$ cat config.mk
export PLATFORM = sky130hd
export DESIGN_NAME = xad_exec
export DESIGN_NICKNAME = d
export VERILOG_FILES = /design/src/xad_pkg.sv /design/src/xad_exec.sv
export VERILOG_INCLUDE_DIRS = /design/src
export SDC_FILE = /design/constraint.sdc
export NUM_CORES = 1
export LEC_CHECK = 0
export ABC_CLOCK_PERIOD_IN_PS = 2200
export BUFFER_PORTS_ARGS = -buffer_cell sky130_fd_sc_hd__buf_2
export CAP_MARGIN = 20
export CORE_MARGIN = 4
export CORE_UTILIZATION = 40
export CTS_CLUSTER_SIZE = 20
export DETAILED_ROUTE_END_ITERATION = 16
export HOLD_SLACK_MARGIN = 0.1
export PLACE_DENSITY = 0.74
export SETUP_SLACK_MARGIN = 0.1
export SKIP_CTS_REPAIR_TIMING = 1
export SLEW_MARGIN = 40
export SYNTH_ARGS = -nofsm -noshare
export SYNTH_HDL_FRONTEND = slang
export SYNTH_SLANG_ARGS = --single-unit
export TNS_END_PERCENT = 30
$ cat constraint.sdc
create_clock -name core_clk -period 2.2 [get_ports core_clk]
set_input_delay 0 -clock core_clk [delete_from_list [all_inputs] [get_ports core_clk]]
set_output_delay 0 -clock core_clk [all_outputs]
set_load 0.005 [all_outputs]
$ cat src/xad_cfg.svh
// Overview of operation
// RULE1: direction load copies accumulator, registers 5-7
// RULE2: direction registers also reachable as file registers
// RULE3: literal XOR, opcode 1010, result to accumulator
// RULE4: one cycle: decode, read, compute, write
// RULE5: file XOR, destination 0 writes accumulator
// RULE6: destination 1 writes file, accumulator kept
// RULE7: XOR sets zero flag; direction load doesn't
`ifndef XAD_CFG_SVH
`define XAD_CFG_SVH

// ****************************************************************
// opcode fields of the 14-bit instruction word
// ****************************************************************
`define XAD_OP_DIR_HI     11'h00C
`define XAD_OP_XLIT_HI    6'h3A
`define XAD_OP_XFILE_HI   6'h06
`define XAD_DEST_BIT      7
`define XAD_DIR_SEL_LO    3'h5
`define XAD_DIR_SEL_HI    3'h7

// ****************************************************************
// direction registers in the file space and reset values
// ****************************************************************
`define XAD_DIR_NUM       3
`define XAD_DIR_FILE_BASE 7'h05
`define XAD_DIR_RST       8'hFF
`define XAD_ACC_RST       8'h00

// ****************************************************************
// timing
// ****************************************************************
`define XAD_QUARTERS      4

`endif

$ cat src/xad_pkg.sv
// ****************************************************************
// shared types
// ****************************************************************
package xad_pkg;

  // decoded operation
  typedef enum logic [1:0] {
    XAD_OP_NONE,
    XAD_OP_DIR,
    XAD_OP_XLIT,
    XAD_OP_XFILE
  } xad_op_t;

  // quarter phase of the instruction cycle
  typedef enum logic [1:0] {
    XAD_PH_Q1,
    XAD_PH_Q2,
    XAD_PH_Q3,
    XAD_PH_Q4
  } xad_phase_t;

  // one file register write
  typedef struct packed {
    logic       en;
    logic [6:0] addr;
    logic [7:0] data;
  } xad_file_wr_t;

endpackage : xad_pkg
$ cat src/xad_exec.sv
`timescale 1ns/1ps
`include "xad_cfg.svh"

module xad_exec (
  // clock, reset, enable
  input  wire logic                    core_clk,
  input  wire logic                    rst,
  input  wire logic                    clk_en,
  // instruction from the pipeline, held through the cycle
  input  wire logic [13:0]             instr,
  input  wire logic                    instr_valid,
  // bank select for the direction register window
  input  wire logic                    bank_sel,
  // file register read path
  output logic [6:0]                   file_rd_addr,
  input  wire logic [7:0]              file_rd_data,
  // file register write path
  output xad_pkg::xad_file_wr_t        file_wr,
  // other core accesses to the file space
  input  wire xad_pkg::xad_file_wr_t   ext_wr,
  input  wire logic [6:0]              ext_rd_addr,
  output logic [7:0]                   ext_rd_data,
  // core state
  output logic [7:0]                   acc,
  output logic                         zero_flag,
  output xad_pkg::xad_phase_t          q_phase,
  output logic [`XAD_DIR_NUM-1:0][7:0] dir_out
);

  // ****************************************************************
  // decode helpers
  // ****************************************************************

  // classify an instruction word; unknown words do nothing here
  function automatic xad_pkg::xad_op_t decode_op(input logic [13:0] w);
    xad_pkg::xad_op_t op;
    op = xad_pkg::XAD_OP_NONE;
    if (w[13:3] == `XAD_OP_DIR_HI && w[2:0] >= `XAD_DIR_SEL_LO) begin
      op = xad_pkg::XAD_OP_DIR;
    end else if (w[13:8] == `XAD_OP_XLIT_HI) begin
      op = xad_pkg::XAD_OP_XLIT;
    end else if (w[13:8] == `XAD_OP_XFILE_HI) begin
      op = xad_pkg::XAD_OP_XFILE;
    end
    return op;
  endfunction : decode_op

  // file address falls on a direction register
  function automatic logic dir_hit(input logic [6:0] a, input logic bank);
    return bank && (a >= `XAD_DIR_FILE_BASE) && (a < `XAD_DIR_FILE_BASE + 7'h03);
  endfunction : dir_hit

  // direction register index of a file address
  function automatic logic [1:0] dir_idx(input logic [6:0] a);
    logic [6:0] d;
    d = a - `XAD_DIR_FILE_BASE;
    return d[1:0];
  endfunction : dir_idx

  // ****************************************************************
  // pipeline state
  // ****************************************************************
  xad_pkg::xad_phase_t          phase_r, phase_nxt;        // quarter phase
  xad_pkg::xad_op_t             op_r, op_nxt;              // latched operation
  logic [13:0]                  instr_r, instr_nxt;        // latched word
  logic [7:0]                   operand_r, operand_nxt;    // literal or file value
  logic [7:0]                   result_r, result_nxt;      // computed value
  logic [7:0]                   acc_r, acc_nxt;            // working accumulator
  logic                         zero_r, zero_nxt;          // zero flag
  xad_pkg::xad_file_wr_t        file_wr_r, file_wr_nxt;    // outbound write
  logic [`XAD_DIR_NUM-1:0][7:0] dir_r, dir_nxt;            // direction registers
  logic [7:0]                   ext_rd_r, ext_rd_nxt;      // registered read data
  logic                         op_hit;                    // operand is a direction reg
  logic                         dest_file;                 // destination bit set
  logic [1:0]                   dir_sel;                   // target of direction load
  logic [1:0]                   op_idx;                    // index of operand reg

  assign op_hit       = dir_hit(instr_r[6:0], bank_sel);
  assign op_idx       = dir_idx(instr_r[6:0]);
  assign dest_file    = instr_r[`XAD_DEST_BIT];
  assign dir_sel      = 2'(instr_r[2:0] - `XAD_DIR_SEL_LO);
  assign file_rd_addr = instr_r[6:0];

  // ****************************************************************
  // phase sequencing and operand path
  // ****************************************************************

  // four quarters per instruction; data moves one step per quarter
  always_comb begin
    phase_nxt   = phase_r;
    op_nxt      = op_r;
    instr_nxt   = instr_r;
    operand_nxt = operand_r;
    result_nxt  = result_r;
    case (phase_r)
      xad_pkg::XAD_PH_Q1: begin                             // RULE4
        phase_nxt = xad_pkg::XAD_PH_Q2;
        instr_nxt = instr;
        op_nxt    = instr_valid ? decode_op(instr) : xad_pkg::XAD_OP_NONE;
      end
      xad_pkg::XAD_PH_Q2: begin
        phase_nxt = xad_pkg::XAD_PH_Q3;
        if (op_r == xad_pkg::XAD_OP_XLIT) begin
          operand_nxt = instr_r[7:0];                       // RULE3
        end else if (op_hit) begin
          operand_nxt = dir_r[op_idx];                      // RULE2
        end else begin
          operand_nxt = file_rd_data;                       // RULE5
        end
      end
      xad_pkg::XAD_PH_Q3: begin
        phase_nxt = xad_pkg::XAD_PH_Q4;
        // direction load passes the accumulator through untouched
        result_nxt = (op_r == xad_pkg::XAD_OP_DIR) ? acc_r : (acc_r ^ operand_r);
      end
      xad_pkg::XAD_PH_Q4: begin
        phase_nxt = xad_pkg::XAD_PH_Q1;
      end
      default: begin
        phase_nxt = xad_pkg::XAD_PH_Q1;
      end
    endcase
  end

  // ****************************************************************
  // destination writes
  // ****************************************************************

  // the outbound write is registered in Q3 so it stands during Q4
  always_comb begin
    acc_nxt     = acc_r;
    zero_nxt    = zero_r;
    dir_nxt     = dir_r;
    file_wr_nxt = '0;
    ext_rd_nxt  = ext_rd_r;
    // other core writes reach the direction registers as files
    if (ext_wr.en && dir_hit(ext_wr.addr, bank_sel)) begin
      dir_nxt[dir_idx(ext_wr.addr)] = ext_wr.data;          // RULE2
    end
    if (dir_hit(ext_rd_addr, bank_sel)) begin
      ext_rd_nxt = dir_r[dir_idx(ext_rd_addr)];             // RULE2
    end else begin
      ext_rd_nxt = 8'h00;
    end
    if (phase_r == xad_pkg::XAD_PH_Q3 && op_r == xad_pkg::XAD_OP_XFILE && dest_file && !op_hit) begin
      file_wr_nxt.en   = 1'b1;                              // RULE6
      file_wr_nxt.addr = instr_r[6:0];
      file_wr_nxt.data = acc_r ^ operand_r;
    end
    if (phase_r == xad_pkg::XAD_PH_Q4) begin
      // instruction write wins over a same-cycle outside write
      case (op_r)
        xad_pkg::XAD_OP_DIR: begin
          dir_nxt[dir_sel] = result_r;                      // RULE1
        end
        xad_pkg::XAD_OP_XLIT: begin
          acc_nxt  = result_r;                              // RULE3
          zero_nxt = (result_r == 8'h00);                   // RULE7
        end
        xad_pkg::XAD_OP_XFILE: begin
          zero_nxt = (result_r == 8'h00);                   // RULE7
          if (!dest_file) begin
            acc_nxt = result_r;                             // RULE5
          end else if (op_hit) begin
            dir_nxt[op_idx] = result_r;                     // RULE6
          end
        end
        default: begin
        end
      endcase
    end
  end

  // ****************************************************************
  // registers
  // ****************************************************************

  // everything holds while the clock enable is low
  always_ff @(posedge core_clk) begin
    if (rst) begin
      phase_r   <= xad_pkg::XAD_PH_Q1;
      op_r      <= xad_pkg::XAD_OP_NONE;
      instr_r   <= 14'h0000;
      operand_r <= 8'h00;
      result_r  <= 8'h00;
      acc_r     <= `XAD_ACC_RST;
      zero_r    <= 1'b0;
      file_wr_r <= '0;
      ext_rd_r  <= 8'h00;
      dir_r     <= {`XAD_DIR_NUM{`XAD_DIR_RST}};
    end else if (clk_en) begin
      phase_r   <= phase_nxt;
      op_r      <= op_nxt;
      instr_r   <= instr_nxt;
      operand_r <= operand_nxt;
      result_r  <= result_nxt;
      acc_r     <= acc_nxt;
      zero_r    <= zero_nxt;
      file_wr_r <= file_wr_nxt;
      ext_rd_r  <= ext_rd_nxt;
      dir_r     <= dir_nxt;
    end
  end

  // ****************************************************************
  // outputs
  // ****************************************************************
  assign acc         = acc_r;
  assign zero_flag   = zero_r;
  assign q_phase     = phase_r;
  assign file_wr     = file_wr_r;
  assign ext_rd_data = ext_rd_r;
  assign dir_out     = dir_r;
endmodule : xad_exec

* After elaboration in Yosys (flattened, before gate mapping)
Cells that the tools add are included.
** Operators by class
- $add $sub $neg :: 4
- $lt $le $gt $ge :: 14
- Eq/ne operators :: 10
- Muxes and demuxes :: 30
- Bitwise logic cells :: 1
- Reduce and logical (&&, ||, !) cells :: 24
** Operators by type and width (number)
- 24-bit 2-to-1 mux :: 4
- 8-bit 2-to-1 mux :: 10
- 24-bit bitwise mux :: 3
- 8-bit demux with 2-bit select :: 3
- 24-bit case mux with 2 select lines :: 1
- 8-bit binary-select mux with 2-bit select :: 2
- 7-bit by 3-bit >= comparator with 1-bit output, second input constant :: 3
- 7-bit by 4-bit less-than comparator with 1-bit output, second input constant :: 3
- 16-bit 2-to-1 mux :: 1
- 8-bit case mux with 2 select lines :: 1
- 1-bit logical AND :: 14
- 2-bit by 3-bit less-than comparator with 1-bit output, second input constant :: 4
- 11-bit by 4-bit equality test with 1-bit output, second input constant :: 1
- 2-bit equality test, second input constant :: 4
- 8-bit logical NOT :: 1
- 2-bit 2-to-1 mux :: 4
- 2-bit case mux with 4 select lines :: 1
- 2-bit by 1-bit subtractor with 2-bit output, second input constant :: 4
- 8-bit XOR :: 1
- 6-bit by 3-bit equality test with 1-bit output, second input constant :: 1
- 6-bit equality test, second input constant :: 1
- 2-bit by 1-bit >= comparator with 1-bit output, second input constant :: 3
- 2-bit AND reduction :: 3
- 2-bit by 1-bit equality test with 1-bit output, second input constant :: 2
- 8 further kinds :: 8
** Storage, ports and cells
- Register bits :: 85
- Bits of input ports :: 50

* Depth between registers and ports, before layout
- Depth after elaboration :: 12
- Gate-level depth with buffers :: 9
- Mapped depth without buffers :: 6

* Least setup slack after synthesis
No wires, ideal clock.
- Path type :: register -> register
- From :: register instr_r[0]
- To :: register operand_r[6]
- Arrival time :: 2.106 ns
- Setup slack :: -0.042 ns
- Stages on the path, launching flop included :: 9
- Cell sequence :: dfxtp_1 -> clkinv_1 -> ha_1 -> clkbuf_1 -> clkbuf_1 -> mux2i_1 -> nor2_1 -> nor3_2 -> o32ai_1
** On the way
- Cells in the longest elaborated chain, start to end :: 5
- Elaborated cells on any way between the ends :: 9
- Classes of those cells :: add/sub: 1; order compare: 2; mux: 4; reduce/logical: 2
** Ends and longest elaborated chain
- start, declared :: RTL line xad_exec.sv:65 : logic [13:0] instr_r, instr_nxt;
- start signal, assigned :: RTL line xad_exec.sv:194 : instr_r <= instr_nxt;
- 7-bit by 3-bit >= comparator with 1-bit output (no line) / 2-bit by 1-bit subtractor with 2-bit output (equally long branches)
- 1-bit logical AND / 8-bit binary-select mux with 2-bit select (equally long branches) :: RTL line xad_exec.sv:50, xad_exec.sv:106
- 1-bit logical AND / 8-bit 2-to-1 mux (equally long branches) :: RTL line xad_exec.sv:50, xad_exec.sv:106
- 8-bit 2-to-1 mux (*) :: RTL line xad_exec.sv:105 : end else if (op_hit) begin
- 8-bit 2-to-1 mux (*) :: RTL line xad_exec.sv:103 : if (op_r == xad_pkg::XAD_OP_XLIT) begin
- end signal, assigned :: RTL line xad_exec.sv:195 : operand_r <= operand_nxt;
- end, declared :: RTL line xad_exec.sv:66 : logic [7:0] operand_r, operand_nxt;
Mark *: on every way between the ends. The rest lies on a longest branch, timed or not. The select of a mux whose other input is x is not followed.
A chain may end at the register's enable or synchronous reset.

* Final worst setup path
- From :: register instr_r[4]
- To :: register operand_r[7]
** On the way
- Cells in the longest elaborated chain, start to end :: 5
- Elaborated cells on any way between the ends :: 6
- Classes of those cells :: order compare: 2; mux: 2; reduce/logical: 2
** Ends and longest elaborated chain
- 7-bit by 3-bit >= comparator with 1-bit output (no line)
- 1-bit logical AND :: RTL line xad_exec.sv:50 : return bank && (a >= `XAD_DIR_FILE_BASE) && (a < `XAD_DIR_FILE_BASE + 7'h03);
- 1-bit logical AND (*) :: RTL line xad_exec.sv:50
- 8-bit 2-to-1 mux (*) :: RTL line xad_exec.sv:105
- 8-bit 2-to-1 mux (*) :: RTL line xad_exec.sv:103
Mark *: on every way between the ends. The rest lies on a longest branch, timed or not.

==> flow_metrics.env <==
export IMPL_status="completed"
export IMPL_worstMarginPinSlew_ns=0.762
export IMPL_crit_required_ns=2.41
export IMPL_first_pass_iters=7
export IMPL_count_leader_synth="dfxtp_1"
export IMPL_routed_wl_mm=14.2
export IMPL_drtIter0Drc=341
export IMPL_fillers=1014
export IMPL_detailed_place_hpwl_mm=10.3
export IMPL_placeableCoreArea_sq_um=11000
export IMPL_min_path_type="in2reg"
export IMPL_achievable_frequency_mhz=486
export IMPL_finalWeightedCongestion=0.874
export IMPL_post_route_worst_setup_slack_ns=0.144
export IMPL_via_count_of_the_first_global_routing_pass=4301
export IMPL_timing_critical_path_slowest_cell_delay_ns=0.57
export IMPL_cts_max_level=3
export IMPL_track_usage_pct=20.9
export IMPL_die_width_um=115
export IMPL_drc=0
export IMPL_dp_worst_setup_slack_ns=0.138
export IMPL_cts_tree="yes"
export IMPL_worst_slew_margin_rel_pct=48.8
export IMPL_cell_chain_critical_path="or4b_4 -> or3b_1 -> buf_4 -> nor3_2 -> o32ai_1"
export IMPL_yosysWarningCount=0
export IMPL_synthesized_net_count=572
export IMPL_synth_edff_count=0
export IMPL_max_vdd_ir_drop_uv=418
export IMPL_cts_made_buffers=9
export IMPL_critical_path_arrival_ns=2.27
export IMPL_drt_vias_per_instance=5.73
export IMPL_yosys_area_top_type="dfxtp_1"
export IMPL_die_height_um=115
export IMPL_cap_violations=0
export IMPL_syn_instance_count=512
export IMPL_netlist_cell_types=46
export IMPL_initial_core_util_pct=41.6
export IMPL_finalHoldWorstSlack_ns=0.0684
export IMPL_synth_ff_latch_count=85
export IMPL_finalCriticalPeriod_ns=2.06
export IMPL_unrepaired_setup_endpoints_after_global_routing="true"
export IMPL_power_leakage_nw=2.42
export IMPL_final_hold_violation_count=0
export IMPL_grt_first_pass_wirelength_mm=22.1
export IMPL_postSynth_asyncResetShare_pct=0
export IMPL_power_per_cell_area_nw_per_um2=656
export IMPL_die_area_sq_um=13200
export IMPL_io_buffers=115
export IMPL_antenna_cells=0
export IMPL_clock_latency_ns=0.34
export IMPL_clkTransAtPathRegs_ns=0.07
export IMPL_setup_worst_path_class="reg2reg"
export IMPL_synth_top_cell_area_share_pct=37.3
export IMPL_fin_nets=697
export IMPL_io_pins=116
export IMPL_critical_path_slowest_cell="or4b_4"
export IMPL_ctsRootBufferMaster="clkbuf_16"
export IMPL_yosysSeqAreaShare_pct=37.3
export IMPL_finClkSkew_ns=0.00905
export IMPL_post_synth_instance_area_sq_um=4570
export IMPL_syn2layout_area_growth_pct=28.5
export IMPL_worstPathMaxFanout=22
export IMPL_route_detailed_wl_per_inst_um=18.2
export IMPL_vias=4477
export IMPL_finalSetupViolCount=0
export IMPL_post_synth_cell_area_avg_sq_um=8.92
export IMPL_cts_num_sinks=85
export IMPL_fin_crit_sh_pct=93.4
export IMPL_gr_total_overflow=0
export IMPL_ys_dominant_reg_cell="dfxtp_1"
export IMPL_placement_rows=38
export IMPL_top_cells_by_area_synth="dfxtp_1 37%, mux2i_1 9.2%, or3_1 4.9%, nor2_1 4.6%, a21oi_1 4.5%"
export IMPL_timing_final_max_slew_violations=0
export IMPL_max_clock_path_buffers=2
export IMPL_antenna_found_initial=1
export IMPL_cp_start_kind="register"
export IMPL_final_setup_tns_ns=0
export IMPL_drive_above_1_share_pct=26.6
export IMPL_critical_path_endpoint_type="register"
export IMPL_synth_commonest_cells="85 x dfxtp_1, 56 x nor2_1, 42 x mux2i_1"
export IMPL_grt_max_degree=53
export IMPL_antenna_violating_nets_post_route=0
path summary, 6_finish.rpt:
check	from	endpoint	slack, ns	cells past startpoint
max reg2reg	instr_r[4]	operand_r[7]	0.14	5
min	file_rd_data[5]	operand_r[5]	0.07	3
max	instr_r[4]	operand_r[7]	0.14	5
min reg2reg	zero_flag	zero_flag	0.47	2
cells by family (layout without fill, tap and decap cells):
group	after synthesis	after routing	share of synthesized area, %
compound gates	133	133	20.6
simple gates	165	165	19.8
flops	85	85	37.3
mux	50	50	11.2
fa+ha+maj	10	10	2.74
buf+inv	53	183	5.40
xor+xnor	16	16	3.07
registers in the layout (all words and copies together), names as in the netlist:
register	count
ext_rd_data	8
dir_out	24
op_r	2
operand_r	8
zero_flag	1
instr_r	8
acc	8
file_wr	16
q_phase	2
result_r	8
per-stage QoR:
stage	cell area [sq um]	util (%)	cells	power, mW
final	5870	53.4	782	3.85
after global routing	5870	53.4	782	3.98
after CTS	5600	51.0	756	3.82
after detailed placement	5240	47.7	740	2.04
after global placement	5240	47.7	740	2.03
after floorplan	4570	-	512	1.89
placed cells by master, fill, tap and decap left out, types with 19 or more instances in the layout:
| cell type | Yosys | routed |
|---|---|---|
| nand2_1 | 30 | 30 |
| dfxtp_1 | 85 | 85 |
| o31ai_1 | 25 | 25 |
| or3_1 | 36 | 36 |
| buf_2 | 5 | 115 |
| mux2i_1 | 42 | 42 |
| a21oi_1 | 41 | 41 |
| nor2_1 | 56 | 56 |
| buf_4 | 7 | 19 |
| dlygate4sd3_1 | 0 | 26 |
worst max-delay path: cells and delay by family (launching register included):
family          cells  cell delay, ns
compound gates      1            0.12
simple gates        3            1.22
flops               1            0.35
buf+inv             1            0.23
final cells by class:
| cell class | count | area (sq um) | area share, % |
|---|---|---|---|
| clock inverter | 7 | 130 | 2.22 |
| timing repair buffer | 160 | 978 | 16.7 |
| inverter | 7 | 26.3 | 0.448 |
| sequential | 85 | 1700 | 29.0 |
| tap | 140 | 175 | 2.99 |
| multi-input combinational | 374 | 2630 | 44.8 |
| clock buffer | 9 | 225 | 3.84 |
report_power, final:
part | total, mW | internal [mW] | switching, mW
sequential | 1.60 | 1.57 | 0.0342
combinational | 0.449 | 0.195 | 0.255
clock | 1.80 | 1.13 | 0.667
layer usage:
layer / vias up / global-route usage [%] / part of all wire [%]
met4: 0 / 5.95 / 1.4
met2: 199 / 34.7 / 48
met5: - / 0 / 0
met1: 2112 / 27.3 / 43
met3: 20 / 4.79 / 8.5
li1: 2146 / - / -
No activity file was read; power rests on OpenSTA's default activity.
